**src/nvca_pkg.sv**
```systemverilog
// Operation
// - The host keeps the write strobe high through every read cycle.
// - The device takes each sequence step on the falling edge of chip select, ignoring output gate.
// - A copy or restore starts with six reads to the set addresses, back to back, in order.
// - The write strobe stays high through all six sequence cycles.
// - Each sequence cycle lasts at least the sequence cycle time of the speed grade.
package nvca_pkg;
    localparam int unsigned CLK_PERIOD_PS      = 4000;
    localparam int unsigned CYCLE_TIME_NS      = 45;
    localparam int unsigned CYCLE_CNT          = (CYCLE_TIME_NS * 1000 + CLK_PERIOD_PS - 1)
                                                 / CLK_PERIOD_PS;
    localparam int unsigned CE_LOW_TIME_NS     = 30;
    localparam int unsigned CE_LOW_CNT         = (CE_LOW_TIME_NS * 1000 + CLK_PERIOD_PS - 1)
                                                 / CLK_PERIOD_PS;
    localparam int unsigned POWERUP_RESTORE_US = 550;
    localparam int unsigned POWERUP_RESTORE_CNT = POWERUP_RESTORE_US * 1000000 / CLK_PERIOD_PS;
    localparam int unsigned STORE_TIME_US      = 10000;
    localparam int unsigned STORE_CNT          = STORE_TIME_US * (1000000 / CLK_PERIOD_PS);
    localparam int unsigned RESTORE_TIME_US    = 20;
    localparam int unsigned RESTORE_CNT        = RESTORE_TIME_US * 1000000 / CLK_PERIOD_PS;
    localparam int unsigned ADDR_W             = 13;
    localparam int unsigned DATA_W             = 8;
    localparam int unsigned SEQ_LEN            = 6;
    localparam int unsigned CNT_W              = 32;
endpackage

```
**src/nvca_cyc_if.sv**
```systemverilog
`timescale 1ns/1ps
`default_nettype none
interface nvca_cyc_if;
    import nvca_pkg::*;
    logic              start;
    logic [ADDR_W-1:0] addr;
    logic              busy;
    logic              done;
    logic [DATA_W-1:0] rdata;
    modport ctl (output start, output addr, input busy, input done, input rdata);
    modport eng (input start, input addr, output busy, output done, output rdata);
endinterface
`default_nettype wire

```
**src/nvca_host.sv**
```systemverilog
`timescale 1ns/1ps
`default_nettype none
module nvca_host
    import nvca_pkg::*;
#(
    parameter int unsigned POWERUP_WAIT = POWERUP_RESTORE_CNT,
    parameter int unsigned STORE_WAIT   = STORE_CNT
)(
    input  wire logic                      i_clk,
    input  wire logic                      i_rstn,
    input  wire logic                      i_req_read,
    input  wire logic                      i_req_seq,
    input  wire logic [ADDR_W-1:0]         i_addr,
    input  wire logic [SEQ_LEN*ADDR_W-1:0] i_seq_addr,
    input  wire logic                      i_seq_store,
    input  wire logic [DATA_W-1:0]         i_dq,
    output logic                           o_ready,
    output logic                           o_rvalid,
    output logic      [DATA_W-1:0]         o_rdata,
    output logic                           o_seq_done,
    output logic      [ADDR_W-1:0]         o_a,
    output logic                           o_ce_n,
    output logic                           o_oe_n,
    output logic                           o_we_n,
    output logic      [DATA_W-1:0]         o_dq,
    output logic                           o_dq_oe
);
    typedef enum logic [2:0] {
        H_POWERUP, H_IDLE, H_READ, H_SEQ, H_WAIT
    } nvca_state_type;

    logic             rst_s1;
    logic             rstn_q;
    nvca_state_type   state;
    nvca_state_type   next_state;
    logic [CNT_W-1:0] wait_cnt;
    logic [CNT_W-1:0] next_wait_cnt;
    logic [2:0]       step;
    logic [2:0]       next_step;
    logic             store_q;
    logic             next_store_q;
    logic             next_rvalid;
    logic             next_seq_done;
    logic             next_oe_n;
    logic             prev_ce_n;
    logic [CNT_W-1:0] ce_gap;
    logic [CNT_W-1:0] next_ce_gap;
    logic [ADDR_W-1:0] seq_word [SEQ_LEN];

    nvca_cyc_if cyc ();

    always_ff @(posedge i_clk or negedge i_rstn) begin
        if (!i_rstn) begin
            rst_s1 <= 1'b0;
            rstn_q <= 1'b0;
        end else begin
            rst_s1 <= 1'b1;
            rstn_q <= rst_s1;
        end
    end

    genvar g;
    generate
        for (g = 0; g < SEQ_LEN; g++) begin : g_seq
            assign seq_word[g] = i_seq_addr[g*ADDR_W +: ADDR_W];
        end
    endgenerate

    nvca_read_cycle u_cycle (
        .i_clk  (i_clk),
        .i_rstn (rstn_q),
        .cyc    (cyc.eng),
        .i_dq   (i_dq),
        .o_addr (o_a),
        .o_ce_n (o_ce_n)
    );

    always_comb begin
        next_state    = state;
        next_wait_cnt = wait_cnt;
        next_step     = step;
        next_store_q  = store_q;
        next_rvalid   = 1'b0;
        next_seq_done = 1'b0;
        next_oe_n     = o_oe_n;
        cyc.start     = 1'b0;
        cyc.addr      = i_addr;
        case (state)
            H_POWERUP: begin
                // Wait out the automatic restore after power-up.
                if (wait_cnt >= CNT_W'(POWERUP_WAIT - 1)) begin
                    next_state = H_IDLE;
                end else begin
                    next_wait_cnt = wait_cnt + 1'b1;
                end
            end
            H_IDLE: begin
                if (i_req_seq) begin
                    next_state   = H_SEQ;
                    next_step    = '0;
                    next_store_q = i_seq_store;
                    next_oe_n    = 1'b1;
                    cyc.start    = 1'b1;
                    cyc.addr     = seq_word[0];
                end else if (i_req_read) begin
                    next_state = H_READ;
                    next_oe_n  = 1'b0;
                    cyc.start  = 1'b1;
                end
            end
            H_READ: begin
                if (cyc.done) begin
                    next_state  = H_IDLE;
                    next_rvalid = 1'b1;
                    next_oe_n   = 1'b1;
                end
            end
            H_SEQ: begin
                // Six steps issued back to back with nothing between them.
                if (cyc.done) begin
                    if (step == 3'(SEQ_LEN - 1)) begin
                        next_state    = H_WAIT;
                        next_wait_cnt = '0;
                    end else begin
                        next_step = step + 1'b1;
                        cyc.start = 1'b1;
                        cyc.addr  = seq_word[step + 1'b1];
                    end
                end
            end
            default: begin
                // Hold off all accesses for the operation's maximum time.
                if (wait_cnt >= (store_q ? CNT_W'(STORE_WAIT - 1) : CNT_W'(RESTORE_CNT - 1))) begin
                    next_state    = H_IDLE;
                    next_seq_done = 1'b1;
                end else begin
                    next_wait_cnt = wait_cnt + 1'b1;
                end
            end
        endcase
    end

    always_ff @(posedge i_clk or negedge rstn_q) begin
        if (!rstn_q) begin
            state      <= H_POWERUP;
            wait_cnt   <= '0;
            step       <= '0;
            store_q    <= 1'b0;
            o_rvalid   <= 1'b0;
            o_seq_done <= 1'b0;
            o_oe_n     <= 1'b1;
        end else begin
            state      <= next_state;
            wait_cnt   <= next_wait_cnt;
            step       <= next_step;
            store_q    <= next_store_q;
            o_rvalid   <= next_rvalid;
            o_seq_done <= next_seq_done;
            o_oe_n     <= next_oe_n;
        end
    end

    // Cycles since chip select last fell; saturates once a full cycle time has passed.
    always_comb begin
        next_ce_gap = ce_gap;
        if (!o_ce_n && prev_ce_n) begin
            next_ce_gap = '0;
        end else if (ce_gap < CNT_W'(CYCLE_CNT)) begin
            next_ce_gap = ce_gap + 1'b1;
        end
    end

    always_ff @(posedge i_clk or negedge rstn_q) begin
        if (!rstn_q) begin
            prev_ce_n <= 1'b1;
            ce_gap    <= CNT_W'(CYCLE_CNT);
        end else begin
            prev_ce_n <= o_ce_n;
            ce_gap    <= next_ce_gap;
        end
    end

    assign o_rdata = cyc.rdata;
    // Only reads are issued, so the write strobe is never driven low.
    assign o_we_n  = 1'b1;
    assign o_dq    = '0;
    assign o_dq_oe = 1'b0;
    assign o_ready = (state == H_IDLE) && !cyc.busy;

    we_high_a: assert property (@(posedge i_clk) disable iff (!rstn_q)
        !o_ce_n |-> o_we_n && !o_dq_oe)
        else $error("write strobe low during a read");
    seq_we_a: assert property (@(posedge i_clk) disable iff (!rstn_q)
        state == H_SEQ |-> o_we_n)
        else $error("write strobe low inside a sequence");
    seq_gap_a: assert property (@(posedge i_clk) disable iff (!rstn_q)
        (state == H_SEQ && cyc.done && step != 3'(SEQ_LEN - 1)) |=> $fell(o_ce_n))
        else $error("gap between sequence steps");
    cycle_len_a: assert property (@(posedge i_clk) disable iff (!rstn_q)
        $fell(o_ce_n) |-> ce_gap >= CNT_W'(CYCLE_CNT - 1))
        else $error("sequence step shorter than cycle time");
    ce_oe_a: assert property (@(posedge i_clk) disable iff (!rstn_q)
        (state == H_SEQ) |-> o_oe_n)
        else $error("output gate active inside a sequence");
    powerup_hold_a: assert property (@(posedge i_clk) disable iff (!rstn_q)
        (state == H_POWERUP) |-> o_ce_n && !o_ready)
        else $error("access during power-up restore");
    hold_off_a: assert property (@(posedge i_clk) disable iff (!rstn_q)
        (state == H_WAIT) |-> o_ce_n && !o_ready)
        else $error("access during nonvolatile operation");
    seq_end_a: assert property (@(posedge i_clk) disable iff (!rstn_q)
        (state == H_SEQ && cyc.done && step == 3'(SEQ_LEN - 1)) |=> state == H_WAIT)
        else $error("sequence did not end after six steps");

    read_c: cover property (@(posedge i_clk) disable iff (!rstn_q) o_rvalid);
    seq_c: cover property (@(posedge i_clk) disable iff (!rstn_q) o_seq_done && store_q);
    recall_c: cover property (@(posedge i_clk) disable iff (!rstn_q) o_seq_done && !store_q);
    up_c: cover property (@(posedge i_clk) disable iff (!rstn_q) $rose(o_ready));
    step_c: cover property (@(posedge i_clk) disable iff (!rstn_q) state == H_SEQ && cyc.done);
endmodule // nvca_host
`default_nettype wire

```
**src/nvca_read_cycle.sv**
```systemverilog
`timescale 1ns/1ps
`default_nettype none
module nvca_read_cycle
    import nvca_pkg::*;
(
    input  wire logic              i_clk,
    input  wire logic              i_rstn,
    nvca_cyc_if.eng                cyc,
    input  wire logic [DATA_W-1:0] i_dq,
    output logic      [ADDR_W-1:0] o_addr,
    output logic                   o_ce_n
);
    typedef enum logic {RC_IDLE, RC_RUN} nvca_rc_type;
    nvca_rc_type       state;
    nvca_rc_type       next_state;
    logic [CNT_W-1:0]  cnt;
    logic [CNT_W-1:0]  next_cnt;
    logic [ADDR_W-1:0] next_addr;
    logic              next_ce_n;
    logic              next_done;
    logic [DATA_W-1:0] next_rdata;

    always_comb begin
        next_state = state;
        next_cnt   = cnt;
        next_addr  = o_addr;
        next_ce_n  = 1'b1;
        next_done  = 1'b0;
        next_rdata = cyc.rdata;
        case (state)
            RC_IDLE: begin
                if (cyc.start) begin
                    next_state = RC_RUN;
                    next_addr  = cyc.addr;
                    next_cnt   = '0;
                    next_ce_n  = 1'b0;
                end
            end
            default: begin
                next_cnt  = cnt + 1'b1;
                // A single falling chip select edge per step, held low for the pulse width.
                next_ce_n = (cnt + 1'b1 >= CNT_W'(CE_LOW_CNT));
                if (cnt == CNT_W'(CE_LOW_CNT - 1)) begin
                    next_rdata = i_dq;
                end
                // The full cycle time elapses before the step ends.
                if (cnt == CNT_W'(CYCLE_CNT - 1)) begin
                    next_state = RC_IDLE;
                    next_done  = 1'b1;
                end
            end
        endcase
    end

    always_ff @(posedge i_clk or negedge i_rstn) begin
        if (!i_rstn) begin
            state     <= RC_IDLE;
            cnt       <= '0;
            o_addr    <= '0;
            o_ce_n    <= 1'b1;
            cyc.done  <= 1'b0;
            cyc.rdata <= '0;
        end else begin
            state     <= next_state;
            cnt       <= next_cnt;
            o_addr    <= next_addr;
            o_ce_n    <= next_ce_n;
            cyc.done  <= next_done;
            cyc.rdata <= next_rdata;
        end
    end

    assign cyc.busy = (state == RC_RUN);

    ce_pulse_a: assert property (@(posedge i_clk) disable iff (!i_rstn)
        $fell(o_ce_n) |-> !o_ce_n [*8] ##1 o_ce_n [*5])
        else $error("chip select pulse has the wrong shape");
endmodule // nvca_read_cycle
`default_nettype wire
```
**config.mk**
```make
export PLATFORM = sky130hd
export DESIGN_NAME = nvca_host
export DESIGN_NICKNAME = d
export VERILOG_FILES = /design/src/nvca_pkg.sv /design/src/nvca_cyc_if.sv /design/src/nvca_host.sv /design/src/nvca_read_cycle.sv
export SDC_FILE = /design/constraint.sdc
export NUM_CORES = 1
export LEC_CHECK = 0
export BUFFER_PORTS_ARGS = -buffer_cell sky130_fd_sc_hd__buf_2
export CAP_MARGIN = 20
export CELL_PAD_IN_SITES_DETAIL_PLACEMENT = 0
export CELL_PAD_IN_SITES_GLOBAL_PLACEMENT = 1
export CORE_AREA = 2 2 124 126
export CTS_CLUSTER_SIZE = 10
export DETAILED_ROUTE_END_ITERATION = 8
export DIE_AREA = 0 0 126 128
export GPL_ROUTABILITY_DRIVEN = 0
export GPL_TIMING_DRIVEN = 0
export MAX_ROUTING_LAYER = met4
export PLACE_DENSITY_LB_ADDON = 0.1
export SYNTH_ARGS = -nofsm -noshare
export SYNTH_HDL_FRONTEND = slang
export SYNTH_SLANG_ARGS = --single-unit
```
**constraint.sdc**
```tcl
create_clock -name i_clk -period 8.6 [get_ports i_clk]
set_input_delay 0 -clock i_clk [delete_from_list [all_inputs] [get_ports i_clk]]
set_output_delay 0 -clock i_clk [all_outputs]
set_load 0.01 [all_outputs]
```
==> results.cfg <==
[run_status]
status = finished with violations
violations = hold timing

[logic_synthesis]
synth_edf_count = 0
yosysTopAreaCell = dfrtp_1
seq_area_frac_synth = 0.384
yosys-top-cells-count = dfrtp_1 (98), nor2_1 (74), o21ai_0 (61)
ys.flop_type = dfrtp_1
syn_area_um2 = 6530
postSynthCellCount = 734
yosys.area.top_type_share = 0.376
ys_ff_latch = 100
ys_async_sr_fraction = 1.00
synth_area_per_cell_um2 = 8.89
synth.most_common_cell = dfrtp_1
ys_warn_count = 0
ys_types = 66
synthTopCellsByArea = dfrtp_1 (38%), o21ai_0 (4.7%), mux4_2 (4.5%), nor2_1 (4.3%), a21oi_1 (3.3%)

[floorplan]
fp.dieH_um = 128
core-area_um2 = 14900
rows = 45
die_w_um = 126
dieArea_um2 = 16100
io_pins = 140
initial_core_util = 0.439

[sta]
finalCritPeriodShare = 0.403
fin_ws_ps = 5130
rsz0062_at_grt = no
max_freq_ghz = 0.288
max_slew_margin = 0.289
post-route-min-period_ps = 3470
fin_worst_skew_ps = 10.1
tns_ps = 0
holdWs_ps = -2.50
worst_pin_slew_ps = 1060
maxSlewViolCount = 0
hold_viol = 1
setup_viol = 0

[power_and_ir_drop]
total_power_mw = 1.36
p_leak_nw = 3.54
ir_worst_vdd_mv = 0.0857
powerDensity_nw_per_um2 = 168

[route]
ant_nets = 0
routedWlPerCell_um = 18.5
wirelength_mm = 20.4
wl_met2_mm = 9.39
m1WireLength_mm = 9.23
post-route-drc-count = 0
drt_iter0_drc = 499
vias_per_cell = 5.96
num_vias = 6591
wl_met3_mm = 1.32
drtPass1Iterations = 6
top_layer_used = met4

[cts]
root_buffer = clkbuf_16
tritoncts = built
clock_latency_ps = 360
cts_buffers = 9
clkSinkCount = 100
cts_setup_buffers = 0
clk_pin_slew_ps = 80
clock_path_buffers = 2
htreeDepth = 3

[job]
cap_viol_max_count = 0

[worst_hold_path]
min_path_type = primary input to flop

[worst_setup_path]
critPathRequiredTime_ps = 8840
end_kind = flop
cp.arrival_ps = 3710
crit_path_start_kind = flop
path_max_fanout = 10
critPathKind = flop to flop

[grt]
grt_max_degree = 68
grt_pass1_wl_mm = 33.1
grt_overflow = 0
grt_usage = 0.261
antenna_found_initial = 0
grt_pass1_vias = 6463

[final_layout]
final_cell_area_um2 = 8070
final.fill_count = 1428
fin_cells = 1105
fin_nets = 1029
antennaDiodeCount = 0
area_growth_pct = 23.6
drive_gt1_frac = 0.225

[placed_design]
port_buffers = 129
dp_slack_ps = 5210
placed_cell_area_um2 = 7470
placed_cells = 1061
hpwl_mm = 14.9
-- final timing paths --
check                               startpoint                          endpoint  slack (ps)  cells past startpoint
max                        store_q$_DFFE_PN0P_          wait_cnt[14]$_DFFE_PN0P_        5130                     10
max reg2reg                store_q$_DFFE_PN0P_          wait_cnt[14]$_DFFE_PN0P_        5130                     10
min in group asynchronous     rstn_q$_DFF_PN0_  u_cycle.cyc.rdata[6]$_DFFE_PN0P_         280                      0
min                                 i_addr[11]    u_cycle.o_addr[11]$_DFFE_PN0P_          -3                      3
max in group asynchronous     rstn_q$_DFF_PN0_                o_oe_n$_DFFE_PN1P_        7590                      1
min reg2reg                   rstn_q$_DFF_PN0_  u_cycle.cyc.rdata[6]$_DFFE_PN0P_         280                      0
-- stage by stage --
step	hold WS, ps	utilization
6_report	-2.50	0.543
3_3_place_gp	-215	0.501
3_5_place_dp	-213	0.503
5_1_grt	13.3	0.543
4_1_cts	0.199	0.543
2_1_floorplan	-296	-
-- logic make-up after synthesis --
kind of cell | Yosys count | share of synthesized area
other cells | 2 | 0.00115
flops | 100 | 0.384
simple gates | 285 | 0.228
mux | 39 | 0.0866
xor+xnor | 7 | 0.00939
buf+inv | 83 | 0.0556
fa+ha+maj | 13 | 0.0249
compound gates | 205 | 0.210
-- layer usage --
layer  vias to the layer above  GRT usage
met5                         -          -
met4                         0     0.0776
met3                        39     0.0426
met2                       247      0.413
met1                      3176      0.348
li1                       3129          -
-- layout make-up --
class                           instances  area [um^2]  area share
Multi-Input combinational cell        560         3690       0.458
Sequential cell                       100         2510       0.311
Timing Repair Buffer                  158          953       0.118
Buffer                                 69          310      0.0385
Tap cell                              188          235      0.0292
Clock buffer                            9          225      0.0279
Clock inverter                          7         88.8      0.0110
Inverter                               14         52.6     0.00651
-- flip-flops by register name, summed over array words and instances, names as in the netlist, 3 cells and up --
signal and cells:
step 3, wait_cnt 32, u_cycle.o_addr 13, u_cycle.cnt 32, u_cycle.cyc.rdata 8, state 3
-- critical path, stage by stage, from the launching register on --
cell	delay (ps)
dfrtp_1	420
inv_1	260
ha_1	300
a31o_1	230
a2111oi_2	400
nor4_1	150
o41ai_4	510
a31oi_1	390
clkbuf_1	340
o211ai_1	240
o31ai_1	90
-- power by group --
group | total (mW) | switching (mW) | internal (mW)
logic | 0.430 | 0.224 | 0.207
clock network | 0.424 | 0.213 | 0.211
registers | 0.504 | 0.0195 | 0.485
total | 1.36 | 0.456 | 0.902
-- timing repair --
item | CTS | global route
hold buffers | 28 | 0
resized for setup | 0 | 0
endpoints found under the hold margin | 21 | 0
-- cell usage in the layout (no fill, tap or decap), types with 4 or more instances in the layout --
cell type | netlist | layout
inv_1 | 14 | 14
o211ai_1 | 11 | 11
o21ai_0 | 61 | 61
a31oi_1 | 10 | 10
conb_1 | 2 | 11
a21oi_1 | 43 | 43
nand2b_1 | 4 | 4
dlygate4sd3_1 | 0 | 28
and4_1 | 6 | 6
nand2_1 | 46 | 46
a22o_1 | 16 | 16
buf_4 | 10 | 10
or2_2 | 5 | 5
ha_1 | 13 | 13
a222oi_1 | 13 | 13
o31ai_1 | 18 | 18
nand4_1 | 17 | 17
a21o_1 | 4 | 4
nor2_1 | 74 | 74
nand3_1 | 43 | 43
mux2i_1 | 16 | 16
nor4_1 | 25 | 25
xnor2_1 | 4 | 4
clkbuf_1 | 47 | 47
mux4_2 | 13 | 13
and3_1 | 24 | 24
or3_1 | 4 | 4
mux2_2 | 10 | 10
dfrtp_1 | 98 | 97
buf_2 | 9 | 138
and2_1 | 7 | 7
nor3_1 | 13 | 13
clkbuf_16 | 0 | 9
Power figures use the tool's default switching activity.
